==> config.mk <==
export PLATFORM = sky130hd
export DESIGN_NAME = cal_level_key_gate
export DESIGN_NICKNAME = d
export VERILOG_FILES = /design/src/hw/cal_key_pkg.sv /design/src/hw/cal_level_key_gate.sv /design/src/hw/cal_level_reg.sv
export SDC_FILE = /design/constraint.sdc
export NUM_CORES = 1
export LEC_CHECK = 0
export ABC_AREA = 1
export CAP_MARGIN = 20
export CORE_MARGIN = 1.5
export CORE_UTILIZATION = 40
export CTS_BUF_LIST = sky130_fd_sc_hd__clkbuf_4
export CTS_CLUSTER_DIAMETER = 150
export DETAILED_ROUTE_END_ITERATION = 7
export DONT_BUFFER_PORTS = 1
export PLACE_DENSITY = 0.56
export SYNTH_ARGS = -nofsm -noshare
export SYNTH_HDL_FRONTEND = slang
export SYNTH_SLANG_ARGS = --single-unit
export TNS_END_PERCENT = 5
==> constraint.sdc <==
create_clock -name aclk -period 2.4 [get_ports aclk]
set_input_delay 0 -clock aclk [delete_from_list [all_inputs] [get_ports aclk]]
set_output_delay 0 -clock aclk [all_outputs]
set_load 0.1 [all_outputs]
==> src/hw/cal_key_pkg.sv <==
// Summary of operation
// - Calibration-level registers accept writes only while the key holds 0xf9.
// - Key resets to 0x00; any value except 0xf9 keeps protection on.
// - Bits [2:1] pick reference level 0..3, level 0 after reset.
// - Bit 0 enables manual reference control, cleared after reset.
`default_nettype none
package cal_key_pkg;

  // ----------------------------------------------------------------
  // Register indices and byte addresses
  // ----------------------------------------------------------------
  localparam logic [15:0] KEY_IDX   = 16'h0fff;
  localparam logic [15:0] PLL0_IDX  = 16'h1488;
  localparam logic [15:0] PLL1_IDX  = 16'h1588;
  localparam logic [15:0] KEY_ADDR  = {KEY_IDX[13:0], 2'b00};
  localparam logic [15:0] PLL0_ADDR = {PLL0_IDX[13:0], 2'b00};
  localparam logic [15:0] PLL1_ADDR = {PLL1_IDX[13:0], 2'b00};

  // ----------------------------------------------------------------
  // Values and field positions
  // ----------------------------------------------------------------
  localparam logic [7:0] KEY_UNLOCK  = 8'hf9;
  localparam logic [7:0] KEY_RESET   = 8'h00;
  localparam int         LEVEL_LSB   = 1;
  localparam int         LEVEL_MSB   = 2;
  localparam int         OVERRIDE_BIT = 0;
  localparam logic [1:0] LEVEL_RESET = 2'h0;
  localparam logic       OVR_RESET   = 1'b0;
  localparam logic [1:0] RESP_OKAY   = 2'h0;
  localparam logic [1:0] RESP_SLVERR = 2'h2;

  // ----------------------------------------------------------------
  // Types
  // ----------------------------------------------------------------
  typedef struct packed {
    logic [1:0] level;
    logic       override_en;
  } cal_level_t;

  typedef enum logic {WR_IDLE = 1'b0, WR_RESP = 1'b1} wr_state_t;
  typedef enum logic {RD_IDLE = 1'b0, RD_RESP = 1'b1} rd_state_t;

endpackage
`default_nettype wire

==> src/hw/cal_level_key_gate.sv <==
// Implementation choice: register access over AXI4-Lite.
`timescale 1ns/1ps
`default_nettype none
module cal_level_key_gate
(
  // Clock and reset
  input  wire logic                   aclk,
  input  wire logic                   aresetn,
  // Write address channel
  input  wire logic                   s_axi_awvalid,
  output logic                        s_axi_awready,
  input  wire logic [15:0]            s_axi_awaddr,
  input  wire logic [2:0]             s_axi_awprot,
  // Write data channel
  input  wire logic                   s_axi_wvalid,
  output logic                        s_axi_wready,
  input  wire logic [31:0]            s_axi_wdata,
  input  wire logic [3:0]             s_axi_wstrb,
  // Write response channel
  output logic                        s_axi_bvalid,
  input  wire logic                   s_axi_bready,
  output logic [1:0]                  s_axi_bresp,
  // Read address channel
  input  wire logic                   s_axi_arvalid,
  output logic                        s_axi_arready,
  input  wire logic [15:0]            s_axi_araddr,
  input  wire logic [2:0]             s_axi_arprot,
  // Read data channel
  output logic                        s_axi_rvalid,
  input  wire logic                   s_axi_rready,
  output logic [31:0]                 s_axi_rdata,
  output logic [1:0]                  s_axi_rresp,
  // Calibration controls
  output cal_key_pkg::cal_level_t     pll0_cal,
  output cal_key_pkg::cal_level_t     pll1_cal,
  output logic                        cal_access_enabled
);

  // ----------------------------------------------------------------
  // Declarations
  // ----------------------------------------------------------------
  cal_key_pkg::wr_state_t wr_state_r;
  cal_key_pkg::rd_state_t rd_state_r;
  logic [15:0]            waddr_r;
  logic [7:0]             wbyte_r;
  logic                   wlane_r;
  logic [7:0]             key_r;
  logic                   unlocked_r;
  logic                   wr_fire;
  logic                   wr_key;
  logic                   wr_pll0;
  logic                   wr_pll1;
  logic                   wr_mapped;
  logic [31:0]            rdata_nxt;
  logic [1:0]             rresp_nxt;

  // ----------------------------------------------------------------
  // Write channel capture
  // ----------------------------------------------------------------
  // Ready stays low from its take until the response is accepted
  always_ff @(posedge aclk)
  begin
    if (!aresetn)
    begin
      s_axi_awready <= 1'b1;
      waddr_r       <= 16'h0000;
    end
    else if (s_axi_awvalid && s_axi_awready)
    begin
      s_axi_awready <= 1'b0;
      waddr_r       <= s_axi_awaddr;
    end
    else if (s_axi_bvalid && s_axi_bready)
    begin
      s_axi_awready <= 1'b1;
    end
  end

  always_ff @(posedge aclk)
  begin
    if (!aresetn)
    begin
      s_axi_wready <= 1'b1;
      wbyte_r      <= 8'h00;
      wlane_r      <= 1'b0;
    end
    else if (s_axi_wvalid && s_axi_wready)
    begin
      s_axi_wready <= 1'b0;
      wbyte_r      <= s_axi_wdata[7:0];
      wlane_r      <= s_axi_wstrb[0];
    end
    else if (s_axi_bvalid && s_axi_bready)
    begin
      s_axi_wready <= 1'b1;
    end
  end

  // ----------------------------------------------------------------
  // Write decode
  // ----------------------------------------------------------------
  assign wr_fire   = ~s_axi_awready & ~s_axi_wready & (wr_state_r == cal_key_pkg::WR_IDLE);
  assign wr_key    = wr_fire & wlane_r & (waddr_r == cal_key_pkg::KEY_ADDR);
  assign wr_pll0   = wr_fire & wlane_r & unlocked_r
                     & (waddr_r == cal_key_pkg::PLL0_ADDR);
  assign wr_pll1   = wr_fire & wlane_r & unlocked_r
                     & (waddr_r == cal_key_pkg::PLL1_ADDR);
  assign wr_mapped = (waddr_r == cal_key_pkg::KEY_ADDR)
                     | (waddr_r == cal_key_pkg::PLL0_ADDR)
                     | (waddr_r == cal_key_pkg::PLL1_ADDR);

  // ----------------------------------------------------------------
  // Write response
  // ----------------------------------------------------------------
  always_ff @(posedge aclk)
  begin
    if (!aresetn)
    begin
      wr_state_r  <= cal_key_pkg::WR_IDLE;
      s_axi_bvalid <= 1'b0;
      s_axi_bresp  <= cal_key_pkg::RESP_OKAY;
    end
    else
    begin
      case (wr_state_r)
        cal_key_pkg::WR_IDLE:
        begin
          if (wr_fire)
          begin
            wr_state_r   <= cal_key_pkg::WR_RESP;
            s_axi_bvalid <= 1'b1;
            s_axi_bresp  <= wr_mapped ? cal_key_pkg::RESP_OKAY : cal_key_pkg::RESP_SLVERR;
          end
        end
        cal_key_pkg::WR_RESP:
        begin
          if (s_axi_bready)
          begin
            wr_state_r   <= cal_key_pkg::WR_IDLE;
            s_axi_bvalid <= 1'b0;
          end
        end
        default:
        begin
          wr_state_r   <= cal_key_pkg::WR_IDLE;
          s_axi_bvalid <= 1'b0;
        end
      endcase
    end
  end

  // ----------------------------------------------------------------
  // Access key
  // ----------------------------------------------------------------
  always_ff @(posedge aclk)
  begin
    if (!aresetn)
    begin
      key_r      <= cal_key_pkg::KEY_RESET;
      unlocked_r <= 1'b0;
    end
    else if (wr_key)
    begin
      key_r      <= wbyte_r;
      unlocked_r <= (wbyte_r == cal_key_pkg::KEY_UNLOCK);
    end
  end

  assign cal_access_enabled = unlocked_r;

  // ----------------------------------------------------------------
  // Calibration-level registers
  // ----------------------------------------------------------------
  cal_level_reg u_pll0_level
  (
    .aclk    (aclk),
    .aresetn (aresetn),
    .wr_en   (wr_pll0),
    .wr_byte (wbyte_r),
    .level_q (pll0_cal)
  );

  cal_level_reg u_pll1_level
  (
    .aclk    (aclk),
    .aresetn (aresetn),
    .wr_en   (wr_pll1),
    .wr_byte (wbyte_r),
    .level_q (pll1_cal)
  );

  // ----------------------------------------------------------------
  // Read path
  // ----------------------------------------------------------------
  always_comb
  begin
    rdata_nxt = 32'h0000_0000;
    rresp_nxt = cal_key_pkg::RESP_OKAY;
    case (s_axi_araddr)
      cal_key_pkg::KEY_ADDR:  rdata_nxt[7:0] = key_r;
      cal_key_pkg::PLL0_ADDR: rdata_nxt[2:0] = {pll0_cal.level, pll0_cal.override_en};
      cal_key_pkg::PLL1_ADDR: rdata_nxt[2:0] = {pll1_cal.level, pll1_cal.override_en};
      default:                rresp_nxt      = cal_key_pkg::RESP_SLVERR;
    endcase
  end

  always_ff @(posedge aclk)
  begin
    if (!aresetn)
    begin
      rd_state_r   <= cal_key_pkg::RD_IDLE;
      s_axi_rvalid <= 1'b0;
      s_axi_rdata  <= 32'h0000_0000;
      s_axi_arready <= 1'b1;
      s_axi_rresp  <= cal_key_pkg::RESP_OKAY;
    end
    else
    begin
      case (rd_state_r)
        cal_key_pkg::RD_IDLE:
        begin
          if (s_axi_arvalid && s_axi_arready)
          begin
            rd_state_r   <= cal_key_pkg::RD_RESP;
            s_axi_rvalid <= 1'b1;
            s_axi_rdata  <= rdata_nxt;
            s_axi_arready <= 1'b0;
            s_axi_rresp  <= rresp_nxt;
          end
        end
        cal_key_pkg::RD_RESP:
        begin
          if (s_axi_rready)
          begin
            rd_state_r   <= cal_key_pkg::RD_IDLE;
            s_axi_arready <= 1'b1;
            s_axi_rvalid <= 1'b0;
          end
        end
        default:
        begin
          rd_state_r   <= cal_key_pkg::RD_IDLE;
          s_axi_arready <= 1'b1;
          s_axi_rvalid <= 1'b0;
        end
      endcase
    end
  end

  // ----------------------------------------------------------------
  // Assertions
  // ----------------------------------------------------------------
  a_locked_pll0_hold: assert property (@(posedge aclk) disable iff (!aresetn)
    (wr_fire && !unlocked_r && waddr_r == cal_key_pkg::PLL0_ADDR) |=> $stable(pll0_cal))
    else $error("locked write changed pll0 level");

  a_locked_pll1_hold: assert property (@(posedge aclk) disable iff (!aresetn)
    (wr_fire && !unlocked_r && waddr_r == cal_key_pkg::PLL1_ADDR) |=> $stable(pll1_cal))
    else $error("locked write changed pll1 level");

  a_unlocked_store: assert property (@(posedge aclk) disable iff (!aresetn)
    (wr_fire && wlane_r && unlocked_r && waddr_r == cal_key_pkg::PLL0_ADDR)
    |=> pll0_cal == $past(wbyte_r[2:0]))
    else $error("unlocked write not stored in pll0");

  a_key_unlock_flag: assert property (@(posedge aclk) disable iff (!aresetn)
    cal_access_enabled == (key_r == 8'hf9))
    else $error("access flag disagrees with key");

  a_reset_defaults: assert property (@(posedge aclk) disable iff (!aresetn)
    $rose(aresetn) |-> (key_r == 8'h00 && pll0_cal.level == 2'h0 && pll1_cal.level == 2'h0))
    else $error("wrong values after reset");

  a_reset_override: assert property (@(posedge aclk) disable iff (!aresetn)
    $rose(aresetn) |-> (!pll0_cal.override_en && !pll1_cal.override_en))
    else $error("override enabled after reset");

  a_reserved_zero: assert property (@(posedge aclk) disable iff (!aresetn)
    (s_axi_arvalid && s_axi_arready && s_axi_araddr == cal_key_pkg::PLL0_ADDR)
    |=> (s_axi_rvalid && s_axi_rdata[31:3] == 29'h0))
    else $error("reserved read bits not zero");

  a_bresp_timing: assert property (@(posedge aclk) disable iff (!aresetn)
    wr_fire |=> s_axi_bvalid)
    else $error("write response missing");

  a_bresp_hold: assert property (@(posedge aclk) disable iff (!aresetn)
    (s_axi_bvalid && !s_axi_bready) |=> (s_axi_bvalid && $stable(s_axi_bresp)))
    else $error("write response dropped before accept");

  c_unlock_write: cover property (@(posedge aclk) disable iff (!aresetn)
    wr_pll0 ##[1:50] wr_key);
  c_locked_write: cover property (@(posedge aclk) disable iff (!aresetn)
    wr_fire && !unlocked_r && waddr_r == cal_key_pkg::PLL1_ADDR);
  c_read_level: cover property (@(posedge aclk) disable iff (!aresetn)
    s_axi_rvalid && s_axi_rready && s_axi_rdata[0]);

endmodule
`default_nettype wire

==> src/hw/cal_level_reg.sv <==
`timescale 1ns/1ps
`default_nettype none
module cal_level_reg
(
  // Clock and reset
  input  wire logic                   aclk,
  input  wire logic                   aresetn,
  // Gated write
  input  wire logic                   wr_en,
  input  wire logic [7:0]             wr_byte,
  // Stored fields
  output cal_key_pkg::cal_level_t     level_q
);

  always_ff @(posedge aclk)
  begin
    if (!aresetn)
    begin
      level_q.level       <= cal_key_pkg::LEVEL_RESET;
      level_q.override_en <= cal_key_pkg::OVR_RESET;
    end
    else if (wr_en)
    begin
      level_q.level       <= wr_byte[cal_key_pkg::LEVEL_MSB:cal_key_pkg::LEVEL_LSB];
      level_q.override_en <= wr_byte[cal_key_pkg::OVERRIDE_BIT];
    end
  end

endmodule
`default_nettype wire

==> impl_metrics.toml <==
[run_status]
status = "finished clean"

[routing]
viasPerCell = 4.786
top_layer = "met4"
drtIter0Drc = 128
wl_um = 5613
antenna_left = 0
wl_met3_um = 452
drc_errors = 0
met1_length_um = 2661
num_vias = 2460
drt_first_pass_iters = 4
wl_met2_um = 2405
wl_per_cell_um = 10.92

[timing]
slew_headroom = 0.5176
finalClockSkew_ps = 15.21
rsz0062_at_grt = "false"
finalCriticalPeriod_ps = 1828
tns_ps = 0
finalSetupViolations = 0
tightest_slew_ps = 721.8
finalHoldWorstSlack_ps = 22.74
slew_violations = 0
fmax_ghz = 0.5472
final.period_utilization = 0.7615
hold_viol = 0

[synth]
yosysTopAreaCell = "dfxtp_1"
synth_common_cells = "nand2_1, nor2_1, dfxtp_1"
syn_area_um2 = 2649
ys_types = 22
yosysSeqAreaShare = 0.4308
syn_inst = 376
synth-main-ff-cell = "dfxtp_1"
synth_warnings = 0
synth.most_common_cell = "nand2_1"
avgSynthCellArea_um2 = 7.045
synthArstFlopShare = 0
synth_seq_cells = 57
synth-edff-count = 0
synth.area.top_cells = "dfxtp_1, nand2_1, nor2_1, buf_4, a21oi_1"
yosys.area.top_type_share = 0.4308

[cells_and_area]
area_delta_synth_final_pct = 22.15
diodes = 0
final_layout_size_suffix_gt1_frac = 0.1007
layout.nets = 514

[clocking]
cts_made_buffers = 9
htree_levels = 3
cts.clk_slew.worst_paths_ps = 100
clk_latency_ps = 400
cts_tree = "done"
clock-sinks = 57
cts_buffer_depth = 2
cts-root-buf = "clkbuf_4"

[critical_path]
reg2reg_to = "wlane_r$_SDFFE_PN0P_"
critPathCaptureType = "flip-flop"
endpoint = "wlane_r$_SDFFE_PN0P_"
rrSetupSlack_ps = 570
startpoint = "s_axi_wready$_SDFFE_PN1P_"
r2r_cells = 5
arrival_ps = 2110
r2r_start = "s_axi_wready$_SDFFE_PN1P_"
crit_fanout = 12
critPathKind = "flip-flop to flip-flop"
critPathRequiredTime_ps = 2680
start_kind = "flip-flop"

[grt]
grt_use_total = 0.1658
grt-ovfl-total = 0
grt_max_degree = 38
grt_pass1_wl_um = 9446
antenna_found_initial = 0
grt_pass1_vias = 2152

[power]
leakage_nw = 1.349
power.density_nw_per_um2 = 681.4
peakVddDrop_uv = 393.0
power_mw = 2.205

[die]
core_area_um2 = 6386
fp.dieH_um = 84.38
die_w_um = 84.38
io_pins = 129
num_rows = 29
initial_core_util = 0.4148
dieArea_um2 = 7119

[placed_design]
portBuffers = 0
place_hpwl_um = 4012
routabilityCongestion = 0.7887

[run]
drv_cap = 0

[worst_hold_path]
hp-class = "input port to flip-flop"
min_path_cells = 5
==> power by group <==
group	total (mW)	internal, mW	switching (mW)
Sequential	1.04	1.00	0.0368
Clock	0.628	0.297	0.331
Combinational	0.539	0.112	0.427
Total	2.20	1.41	0.795
==> what timing repair did <==
action	CTS	global route
hold buffers	32	0
gates resized for setup	0	0
buffers inserted	0	0
endpoints found under the hold margin	57	0
==> worst min path at each step <==
stage                          startpoint                           to  slack (ps)
after floorplan              s_axi_rready   s_axi_arready$_SDFFE_PN1P_         140
after global routing        s_axi_arvalid  s_axi_rdata[6]$_SDFFE_PN0P_          30
after CTS                 s_axi_araddr[4]  s_axi_rresp[1]$_SDFFE_PN0P_           2
final                     s_axi_araddr[4]  s_axi_rresp[1]$_SDFFE_PN0P_          20
after detailed placement          aresetn   s_axi_awready$_SDFFE_PN1P_          70
after global placement            aresetn    s_axi_wready$_SDFFE_PN1P_          70
==> critical path, cell delays in order, from the launching register on <==
cell           delay, ps
dfxtp_1              340
buf_4                300
nand2_1              270
o21ai_0              220
a21oi_1               50
dlygate4sd3_1        550
==> placed cells by master (no fill, tap or decap) <==
master	synthesis	layout
nand2_1	70	70
nor2_1	62	62
dfxtp_1	57	57
a21oi_1	37	37
o21ai_0	34	34
dlygate4sd3_1	0	32
inv_1	29	29
conb_1	1	26
buf_4	26	24
nand3_1	19	19
nand4_1	17	17
clkbuf_4	0	9
clkinv_1	1	5
nor3_1	4	4
nor2_2	2	2
nand2_2	1	1
inv_2	1	1
nand3_2	1	1
nor3_4	1	1
nand3_4	1	1
a21oi_2	1	1
nand3b_1	1	1
bufinv_16	0	1
clkinv_2	0	1
buf_8	0	1
==> logic make-up after synthesis <==
family	share of synthesized area
DFF	0.4308
AOI/OAI and AO/OA	0.1375
and+or+nand+nor	0.2971
buffers and inverters	0.1332
other	0.001416
==> metrics by stage <==
stage	instances	instance area, um^2	worst slack, ps	utilization
after global routing	514	3236	423.1	0.5067
after CTS	513	3221	194.3	0.5043
final	514	3236	572.4	0.5067
after global placement	466	2783	827.2	0.4357
after floorplan	401	2743	574.8	-
after detailed placement	466	2783	832.2	0.4357
==> registers in the layout, indices dropped and copies added, names as in the netlist, 3 cells and up <==
signal and flops:
waddr_r 16, key_r 8, s_axi_rdata 8, wbyte_r 8
u_pll0_level.level_q 3, u_pll1_level.level_q 3
==> area by class of cell <==
class	count	area, um^2
Tap cell	77	96.34
Fill cell	646	3151
Timing Repair Buffer	57	515.5
Multi-Input combinational cell	277	1249
Inverter	31	116.4
Sequential cell	57	1141
Clock buffer	9	67.56
Clock inverter	6	50.05
==> metal layers <==
layer,up-vias,GRT usage
met4,0,0.07038
met1,1062,0.2088
met5,-,0
met2,91,0.2582
li1,1300,-
met3,7,0.05900
(Power assumes the default switching activity.)
